`src/inc/nacd_pkg.sv`:
```
package nacd_pkg;

   // --------------------------------------------------------------
   // opcodes of the array transactions and of the address-length switches
   // --------------------------------------------------------------
   localparam logic [7:0] OP_RANGE_CHECK = 8'h5b;
   localparam logic [7:0] OP_PLAIN_READ_VAR = 8'h03;
   localparam logic [7:0] OP_PLAIN_READ_4B = 8'h13;
   localparam logic [7:0] OP_FAST_READ_VAR = 8'h0b;
   localparam logic [7:0] OP_FAST_READ_4B = 8'h0c;
   localparam logic [7:0] OP_PROGRAM_VAR = 8'h02;
   localparam logic [7:0] OP_PROGRAM_4B = 8'h12;
   localparam logic [7:0] OP_SMALL_ERASE_VAR = 8'h20;
   localparam logic [7:0] OP_SMALL_ERASE_4B = 8'h21;
   localparam logic [7:0] OP_LARGE_ERASE_VAR = 8'hd8;
   localparam logic [7:0] OP_ENTER_WIDE = 8'hb7;
   localparam logic [7:0] OP_EXIT_WIDE = 8'hb8;

   // --------------------------------------------------------------
   // byte counts, limits and reset values
   // --------------------------------------------------------------
   localparam logic [3:0] NARROW_ADDR_BYTES = 4'h3;
   localparam logic [3:0] WIDE_ADDR_BYTES = 4'h4;
   localparam logic [3:0] RANGE_ADDR_BYTES = 4'h8;
   localparam int PLAIN_READ_MAX_MHZ = 50;
   localparam int FAST_READ_MAX_MHZ = 166;
   localparam int PAGE_BYTES_DEFAULT = 256;
   localparam logic WIDE_ADDR_RESET = 1'b0;
   localparam logic [2:0] BIT_LAST = 3'h7;

   // --------------------------------------------------------------
   // frame sequencer states, gray along cmd-addr-dummy-read
   // --------------------------------------------------------------
   typedef enum logic [2:0] {
      NACD_ST_CMD = 3'b000,
      NACD_ST_ADDR = 3'b001,
      NACD_ST_DUMMY = 3'b011,
      NACD_ST_RDOUT = 3'b010,
      NACD_ST_PGIN = 3'b101,
      NACD_ST_HOLD = 3'b100
   } nacd_state_t;

endpackage

```
`src/core/nacd_cmd_decode.sv`:
```
`timescale 1ns/1ps
// Behaviour
// - 5B takes start, end address, then check
// - plain read 03 variable, 13 four-byte address
// - fast read 0B variable, 0C address plus mode
// - program 02 variable address, needs write enable
// - program 12 four-byte address, needs write enable
// - small erase 20 variable address, needs enable
// - small erase 21 four-byte address, needs enable
// - large erase D8 variable address, needs enable
// - B7 selects four-byte, B8 three-byte addresses
module nacd_cmd_decode #(
   parameter int PAGE_BYTES = nacd_pkg::PAGE_BYTES_DEFAULT,
   parameter logic [7:0] WREN_OPCODE = 8'h06
) (
   input wire logic CORE_CLK,
   input wire logic RESETN,
   input wire logic SCK,
   input wire logic CS_N,
   input wire logic SI,
   output logic SO,
   output logic SO_OE_N,
   output logic [31:0] ARRAY_ADDR,
   output logic RD_STB,
   input wire logic [7:0] RD_DATA,
   output logic PGM_STB,
   output logic [7:0] PGM_DATA,
   output logic PGM_COMMIT,
   output logic ERASE_STB,
   output logic ERASE_LARGE,
   output logic CHECK_STB,
   output logic [31:0] CHECK_END_ADDR,
   output logic WIDE_ADDR,
   output logic WRITE_EN_LATCH
);

   localparam int PW = $clog2(PAGE_BYTES);

   logic sck_rise, sck_fall, cs_act, cs_end, si_s;
   nacd_pkg::nacd_state_t state;
   logic [2:0] bit_cnt;
   logic [6:0] sh_in;
   logic [7:0] rx_byte;
   logic byte_evt;
   logic [7:0] cmd;
   logic cmd_ok;
   logic bare;
   logic addr_done;
   logic [3:0] need;
   logic [3:0] byte_cnt;
   logic [63:0] addr_sh;
   logic [PW-1:0] pg_cnt;
   logic pg_any;
   logic [7:0] pf;
   logic rd_pend;
   logic [7:0] out_sh;
   logic [2:0] out_cnt;
   logic [7:0] out_next;
   logic [3:0] op_need;
   logic op_wel;
   logic [PW-1:0] pg_off;

   // ---------------------------------------------------------------
   // link sampling
   // ---------------------------------------------------------------
   nacd_link_sync u_sync (
      .clk(CORE_CLK),
      .rst_n(RESETN),
      .sck(SCK),
      .cs_n(CS_N),
      .si(SI),
      .sck_rise(sck_rise),
      .sck_fall(sck_fall),
      .cs_act(cs_act),
      .cs_end(cs_end),
      .si_s(si_s)
   );

   // ---------------------------------------------------------------
   // opcode decode
   // ---------------------------------------------------------------
   assign rx_byte = {sh_in, si_s};
   assign byte_evt = cs_act & sck_rise & (bit_cnt == nacd_pkg::BIT_LAST);
   assign pg_off = addr_sh[PW-1:0] + pg_cnt;

   // address length per opcode; zero means no address follows
   always_comb begin
      op_need = 4'h0;
      op_wel = 1'b0;
      unique case (rx_byte)
         nacd_pkg::OP_RANGE_CHECK: op_need = nacd_pkg::RANGE_ADDR_BYTES;
         nacd_pkg::OP_PLAIN_READ_4B,
         nacd_pkg::OP_FAST_READ_4B: op_need = nacd_pkg::WIDE_ADDR_BYTES;
         nacd_pkg::OP_PLAIN_READ_VAR,
         nacd_pkg::OP_FAST_READ_VAR: begin
            op_need = WIDE_ADDR ? nacd_pkg::WIDE_ADDR_BYTES : nacd_pkg::NARROW_ADDR_BYTES;
         end
         nacd_pkg::OP_PROGRAM_4B,
         nacd_pkg::OP_SMALL_ERASE_4B: begin
            op_need = nacd_pkg::WIDE_ADDR_BYTES;
            op_wel = 1'b1;
         end
         nacd_pkg::OP_PROGRAM_VAR,
         nacd_pkg::OP_SMALL_ERASE_VAR,
         nacd_pkg::OP_LARGE_ERASE_VAR: begin
            op_need = WIDE_ADDR ? nacd_pkg::WIDE_ADDR_BYTES : nacd_pkg::NARROW_ADDR_BYTES;
            op_wel = 1'b1;
         end
         default: op_need = 4'h0;
      endcase
   end

   // ---------------------------------------------------------------
   // frame sequencer
   // ---------------------------------------------------------------
   // a deselect ends every frame; erase, check and program commit are only issued there
   always_ff @(posedge CORE_CLK or negedge RESETN) begin
      if (!RESETN) begin
         state <= nacd_pkg::NACD_ST_CMD;
         bit_cnt <= 3'h0;
         sh_in <= 7'h00;
         cmd <= 8'h00;
         cmd_ok <= 1'b0;
         bare <= 1'b0;
         addr_done <= 1'b0;
         need <= 4'h0;
         byte_cnt <= 4'h0;
         addr_sh <= 64'h0;
         pg_cnt <= '0;
         pg_any <= 1'b0;
         ARRAY_ADDR <= 32'h0;
         CHECK_END_ADDR <= 32'h0;
         RD_STB <= 1'b0;
         PGM_STB <= 1'b0;
         PGM_DATA <= 8'h00;
         PGM_COMMIT <= 1'b0;
         ERASE_STB <= 1'b0;
         ERASE_LARGE <= 1'b0;
         CHECK_STB <= 1'b0;
      end else begin
         RD_STB <= 1'b0;
         PGM_STB <= 1'b0;
         PGM_COMMIT <= 1'b0;
         ERASE_STB <= 1'b0;
         CHECK_STB <= 1'b0;
         if (!cs_act) begin
            if (cs_end && cmd_ok && addr_done) begin
               unique case (cmd)
                  nacd_pkg::OP_RANGE_CHECK: begin
                     CHECK_STB <= 1'b1;
                     ARRAY_ADDR <= addr_sh[63:32];
                     CHECK_END_ADDR <= addr_sh[31:0];
                  end
                  nacd_pkg::OP_SMALL_ERASE_VAR,
                  nacd_pkg::OP_SMALL_ERASE_4B: begin
                     ERASE_STB <= 1'b1;
                     ERASE_LARGE <= 1'b0;
                     ARRAY_ADDR <= addr_sh[31:0];
                  end
                  nacd_pkg::OP_LARGE_ERASE_VAR: begin
                     ERASE_STB <= 1'b1;
                     ERASE_LARGE <= 1'b1;
                     ARRAY_ADDR <= addr_sh[31:0];
                  end
                  default: PGM_COMMIT <= pg_any;
               endcase
            end
            state <= nacd_pkg::NACD_ST_CMD;
            bit_cnt <= 3'h0;
            byte_cnt <= 4'h0;
            addr_sh <= 64'h0;
            pg_cnt <= '0;
            pg_any <= 1'b0;
            addr_done <= 1'b0;
            cmd_ok <= 1'b0;
            bare <= 1'b0;
         end else begin
            if (sck_rise) begin
               bit_cnt <= bit_cnt + 3'h1;
               sh_in <= rx_byte[6:0];
               bare <= 1'b0;
            end
            if (byte_evt) begin
               unique case (state)
                  nacd_pkg::NACD_ST_CMD: begin
                     cmd <= rx_byte;
                     need <= op_need;
                     bare <= (op_need == 4'h0);
                     // without write enable the frame is swallowed
                     cmd_ok <= ~op_wel | WRITE_EN_LATCH;
                     if (op_need == 4'h0 || (op_wel && !WRITE_EN_LATCH)) begin
                        state <= nacd_pkg::NACD_ST_HOLD;
                     end else begin
                        state <= nacd_pkg::NACD_ST_ADDR;
                     end
                  end
                  nacd_pkg::NACD_ST_ADDR: begin
                     addr_sh <= {addr_sh[55:0], rx_byte};
                     byte_cnt <= byte_cnt + 4'h1;
                     if (byte_cnt + 4'h1 == need) begin
                        addr_done <= 1'b1;
                        unique case (cmd)
                           nacd_pkg::OP_PLAIN_READ_VAR,
                           nacd_pkg::OP_PLAIN_READ_4B: begin
                              state <= nacd_pkg::NACD_ST_RDOUT;
                              RD_STB <= 1'b1;
                              ARRAY_ADDR <= {addr_sh[23:0], rx_byte};
                           end
                           nacd_pkg::OP_FAST_READ_VAR,
                           nacd_pkg::OP_FAST_READ_4B: begin
                              state <= nacd_pkg::NACD_ST_DUMMY;
                           end
                           nacd_pkg::OP_PROGRAM_VAR,
                           nacd_pkg::OP_PROGRAM_4B: state <= nacd_pkg::NACD_ST_PGIN;
                           default: state <= nacd_pkg::NACD_ST_HOLD;
                        endcase
                     end
                  end
                  nacd_pkg::NACD_ST_DUMMY: begin
                     // one mode or wait byte, then data starts
                     state <= nacd_pkg::NACD_ST_RDOUT;
                     RD_STB <= 1'b1;
                     ARRAY_ADDR <= addr_sh[31:0];
                  end
                  nacd_pkg::NACD_ST_PGIN: begin
                     // offset wraps inside the page, base stays put
                     PGM_STB <= 1'b1;
                     PGM_DATA <= rx_byte;
                     ARRAY_ADDR <= {addr_sh[31:PW], pg_off};
                     pg_cnt <= pg_cnt + 1'b1;
                     pg_any <= 1'b1;
                  end
                  nacd_pkg::NACD_ST_RDOUT,
                  nacd_pkg::NACD_ST_HOLD: begin
                     state <= state;
                  end
                  default: state <= nacd_pkg::NACD_ST_HOLD;
               endcase
            end
            // each consumed prefetch asks for the following byte
            if (state == nacd_pkg::NACD_ST_RDOUT && sck_fall && out_cnt == 3'h0) begin
               RD_STB <= 1'b1;
               ARRAY_ADDR <= ARRAY_ADDR + 32'h1;
            end
         end
      end
   end

   // ---------------------------------------------------------------
   // read data path
   // ---------------------------------------------------------------
   // array answers one cycle after the strobe
   always_ff @(posedge CORE_CLK or negedge RESETN) begin
      if (!RESETN) begin
         rd_pend <= 1'b0;
         pf <= 8'h00;
      end else begin
         rd_pend <= RD_STB;
         if (rd_pend) begin
            pf <= RD_DATA;
         end
      end
   end

   assign out_next = (out_cnt == 3'h0) ? pf : out_sh;

   // shift on falling link edges so the host samples on rising ones
   always_ff @(posedge CORE_CLK or negedge RESETN) begin
      if (!RESETN) begin
         SO <= 1'b0;
         SO_OE_N <= 1'b1;
         out_sh <= 8'h00;
         out_cnt <= 3'h0;
      end else if (!cs_act || state != nacd_pkg::NACD_ST_RDOUT) begin
         SO_OE_N <= 1'b1;
         out_cnt <= 3'h0;
      end else if (sck_fall) begin
         SO <= out_next[7];
         SO_OE_N <= 1'b0;
         out_sh <= {out_next[6:0], 1'b0};
         out_cnt <= out_cnt + 3'h1;
      end
   end

   // ---------------------------------------------------------------
   // write enable and address length
   // ---------------------------------------------------------------
   // bare opcodes only count when the frame held exactly one byte
   always_ff @(posedge CORE_CLK or negedge RESETN) begin
      if (!RESETN) begin
         WRITE_EN_LATCH <= 1'b0;
         WIDE_ADDR <= nacd_pkg::WIDE_ADDR_RESET;
      end else begin
         if (PGM_COMMIT || ERASE_STB) begin
            WRITE_EN_LATCH <= 1'b0;
         end else if (cs_end && bare && cmd == WREN_OPCODE) begin
            WRITE_EN_LATCH <= 1'b1;
         end
         if (cs_end && bare && cmd == nacd_pkg::OP_ENTER_WIDE) begin
            WIDE_ADDR <= 1'b1;
         end else if (cs_end && bare && cmd == nacd_pkg::OP_EXIT_WIDE) begin
            WIDE_ADDR <= 1'b0;
         end
      end
   end
endmodule // nacd_cmd_decode

```
`src/core/nacd_link_sync.sv`:
```
`timescale 1ns/1ps
// ------------------------------------------------------------------
// link pin synchroniser and edge finder
// ------------------------------------------------------------------
module nacd_link_sync (
   input wire logic clk,
   input wire logic rst_n,
   input wire logic sck,
   input wire logic cs_n,
   input wire logic si,
   output logic sck_rise,
   output logic sck_fall,
   output logic cs_act,
   output logic cs_end,
   output logic si_s
);

   logic [2:0] meta;
   logic [2:0] sync;
   logic [2:0] hist;

   // two stages per pin, third only for edge finding
   always_ff @(posedge clk or negedge rst_n) begin
      if (!rst_n) begin
         meta <= 3'h2;
         sync <= 3'h2;
         hist <= 3'h2;
      end else begin
         meta <= {si, cs_n, sck};
         sync <= meta;
         hist <= sync;
      end
   end

   // registered events, all aligned to the same stage
   always_ff @(posedge clk or negedge rst_n) begin
      if (!rst_n) begin
         sck_rise <= 1'b0;
         sck_fall <= 1'b0;
         cs_act <= 1'b0;
         cs_end <= 1'b0;
         si_s <= 1'b0;
      end else begin
         sck_rise <= sync[0] & ~hist[0];
         sck_fall <= ~sync[0] & hist[0];
         cs_act <= ~sync[1];
         cs_end <= sync[1] & ~hist[1];
         si_s <= sync[2];
      end
   end

endmodule // nacd_link_sync

```
`config.mk`:
```
export PLATFORM = sky130hd
export DESIGN_NAME = nacd_cmd_decode
export DESIGN_NICKNAME = d
export VERILOG_FILES = /design/src/inc/nacd_pkg.sv /design/src/core/nacd_cmd_decode.sv /design/src/core/nacd_link_sync.sv
export SDC_FILE = /design/constraint.sdc
export NUM_CORES = 1
export LEC_CHECK = 0
export BUFFER_PORTS_ARGS = -buffer_cell sky130_fd_sc_hd__clkbuf_2
export CAP_MARGIN = 20
export CORE_AREA = 4 4 142 144
export CTS_BUF_LIST = sky130_fd_sc_hd__clkbuf_16
export CTS_CLUSTER_DIAMETER = 200
export DETAILED_ROUTE_END_ITERATION = 7
export DIE_AREA = 0 0 146 148
export GPL_TIMING_DRIVEN = 0
export PLACE_DENSITY = 0.85
export SLEW_MARGIN = 0
export SYNTH_ARGS = -nofsm -noshare
export SYNTH_HDL_FRONTEND = slang
export SYNTH_HIERARCHICAL = 1
export SYNTH_SLANG_ARGS = --single-unit
```
`constraint.sdc`:
```
create_clock -name CORE_CLK -period 3 [get_ports CORE_CLK]
set_clock_uncertainty 0.05 [all_clocks]
set_input_delay 0 -clock CORE_CLK [delete_from_list [all_inputs] [get_ports CORE_CLK]]
set_output_delay 0 -clock CORE_CLK [all_outputs]
set_load 0.005 [all_outputs]
```
==> impl_metrics.csv <==
group,metric,value,unit
clock_tree,cts_max_path_buffers,3,
logic_synthesis,synth.largest_area_cell,"dfrtp_1",
status,status,"finished with violations",
placement,dp.final_hpwl,25500,um
timing,rsz0062_at_grt,"true",
clock_tree,clk_pin_slew_worst_paths,70,ps
routing,ant_nets,0,
clock_tree,cts_setup_buffers,0,
power,p_per_area,506,nW/um^2
logic_synthesis,synth_edf_count,0,
routing,wirelength,36300,um
logic_synthesis,synth_top_area_share,0.481,
timing,min_period_over_period,0.966,
final_layout,syn2layout_area_growth,15.9,%
timing,finalSetupViolCount,0,
logic_synthesis,synth_ff_type,"dfrtp_1",
grt,overflow,0,
logic_synthesis,ys_seq_area_frac,0.491,
grt,grtUsageTotal,0.333,
placement,port_buffers,94,
grt,grt_pass1_vias,9838,
placement,finalWeightedCongestion,0.988,
logic_synthesis,ys_ff_latch,218,
grt,grt_antenna_before_repair,1,
power,peakVddDrop,0.000414,V
final_layout,nNetsFinal,1378,
power,p_leak,6.46,nW
timing,max_slew_margin,0.424,
grt,grt_max_degree,95,
routing,route.vias.total,10321,
die,rows,50,
final_layout,final_area,12900,sq um
timing,hold_viol_final,0,
critical_path,slowest_stage,"buf_1",
run,drv_cap,0,
critical_path,crit_fanout,10,
placement,postPlaceCellArea,12000,sq um
logic_synthesis,async_flop_share,1.00,
critical_path,end_kind,"register",
die,ios,95,
clock_tree,cts_buffers,24,
logic_synthesis,synth_compound_area_frac,0.134,
logic_synthesis,yosys-top-cells-count,"nand2_1 (295), dfrtp_1 (214), nand3_1 (98)",
clock_tree,cts_tree,"done",
logic_synthesis,synth_warnings,6,
status,violations,"design-rule violations",
die,start_util,0.595,
logic_synthesis,synth_area_per_cell,9.16,sq um
logic_synthesis,yosys.area_share.adder,0.0175,
routing,via_per_inst,6.44,
logic_synthesis,syn_nets,1243,
timing,final.hold.worst_slack,20.9,ps
critical_path,slowest_delay,510,ps
logic_synthesis,post-synth-top-count-cell,"nand2_1",
critical_path,worstPathCellList,"ha_1, ha_1, nand3_1, or3_1, clkbuf_1, buf_1, buf_1, nand3_1, nand2_1",
logic_synthesis,yosysUniqueCellTypes,70,
timing,fin_setup_tns,0,ps
routing,remaining_drc_errors,9,
critical_path,critPathKind,"register to register",
clock_tree,clock_latency,530,ps
die,die_w,146,um
logic_synthesis,netlist_instances,1215,
routing,drtPass1Iterations,8,
clock_tree,h-tree-depth,1,
die,dieArea,21600,sq um
timing,slew_viol_final,0,
logic_synthesis,synth-simple-area-share,0.224,
power,power.total,6.52,mW
critical_path,start_kind,"register",
timing,clock.fmax,0.345,GHz
final_layout,stdcell_count,1602,
placement,place_inst,1545,
final_layout,antennaDiodeCount,0,
logic_synthesis,synth_top_family_by_area,"simple AND/OR/NAND/NOR gates",
clock_tree,clkSinkCount,218,
logic_synthesis,synth_area,11100,sq um
final_layout,drive_gt1_frac,0.165,
clock_tree,cts_root_buf,"clkbuf_16",
routing,wire_per_inst,22.7,um
logic_synthesis,muxShareOfSynthArea,0.0775,
logic_synthesis,synth_xor_area_frac,0.0205,
die,die_y,148,um
logic_synthesis,synth_area_leaders,"dfrtp_1 (48%), nand2_1 (10%), mux2_2 (5.0%)",
min_path,hp-class,"input port to asynchronous set/reset pin",
timing,tightest_slew,864,ps
die,core,18700,sq um
timing,fin_crit,2900,ps
critical_path,worstPathRequired,3420,ps
critical_path,cp_data_arrival_time,3320,ps
routing,drt_iter0_drc,1308,
grt,grt_pass1_wl,56900,um
[final timing paths]
path | from | to | slack [ps] | cells past startpoint
min in group CORE_CLK | CS_N | u_sync/meta[1] | 70 | 2
max in group asynchronous | RESETN | addr_sh[32] | 2370 | 3
min reg2reg | u_sync/meta[2] | u_sync/sync[2] | 300 | 0
min | RESETN | u_sync/meta[1] | 20 | 2
max | bit_cnt[0] | addr_sh[48] | 100 | 9
max reg2reg | bit_cnt[0] | addr_sh[48] | 100 | 9
[kinds of logic (layout without fill, tap and decap cells)]
kind of cell	count (synthesis)	count (layout)
xor+xnor	26	26
simple gates	548	548
flops	218	218
fa+ha+maj	15	15
mux	80	80
compound gates	229	229
buf+inv	99	252
[per-stage QoR]
stage | worst slack [ps] | util
floorplan | 786 | -
global placement | -2340 | 0.636
detailed placement | -111 | 0.639
CTS | 63.8 | 0.689
global route | -8.52 | 0.690
finish | 101 | 0.690
[area by class of cell]
type                    count  area [sq um]
clock inverters            20           188
clock buffers              24           601
flip-flops and latches    218          5460
repair buffers            109           674
multi-input cells         898          5280
plain buffers              84           352
inverters                  15          56.3
fillers                  1474          5810
well taps                 234           293
[sequential cells by signal (all words and copies together), names as in the netlist, 2 cells and up]
signal          flops
ARRAY_ADDR         32
CHECK_END_ADDR     32
PGM_DATA            8
addr_sh            64
bit_cnt             3
byte_cnt            4
cmd                 8
need                3
out_cnt             3
out_sh              7
pf                  8
pg_cnt              8
sh_in               7
state               3
u_sync/hist         2
u_sync/meta         3
u_sync/sync         3
[metal layers]
metal,routed length [um],global-route usage,up-vias
met5,13,0,-
met4,1890,0.140,2
met3,3970,0.0644,158
met2,15800,0.499,641
met1,14700,0.480,4967
li1,-,-,4553
[layout by cell type (no fill, tap or decap), types with 24 or more instances in the layout]
| cell | instances |
|---|---|
| nand2_1 | 295 |
| clkbuf_2 | 96 |
| clkbuf_16 | 24 |
| clkbuf_1 | 49 |
| nand3_1 | 98 |
| mux2i_1 | 31 |
| a21oi_1 | 45 |
| dfrtp_1 | 214 |
| mux2_2 | 49 |
| nor2_1 | 55 |
| o21ai_0 | 74 |
[critical path: cells and delay by family (launching register included)]
kind	cells	cell delay (ps)
fa+ha+maj	2	430
flops	1	400
simple gates	4	620
buf+inv	3	1340
[report_power, final]
group	leakage [nW]	switching [mW]	internal, mW
logic	3.05	0.344	0.182
registers	3.00	0.0286	2.99
clock network	0.407	1.25	1.72
[timing repair]
action,4_1_cts,5_1_grt
gates cloned,0,0
hold buffers,13,0
setup endpoints to repair,9,25
endpoints found under the hold margin,229,0
gates resized for setup,1,8
No activity file was read; power rests on OpenSTA's default activity.
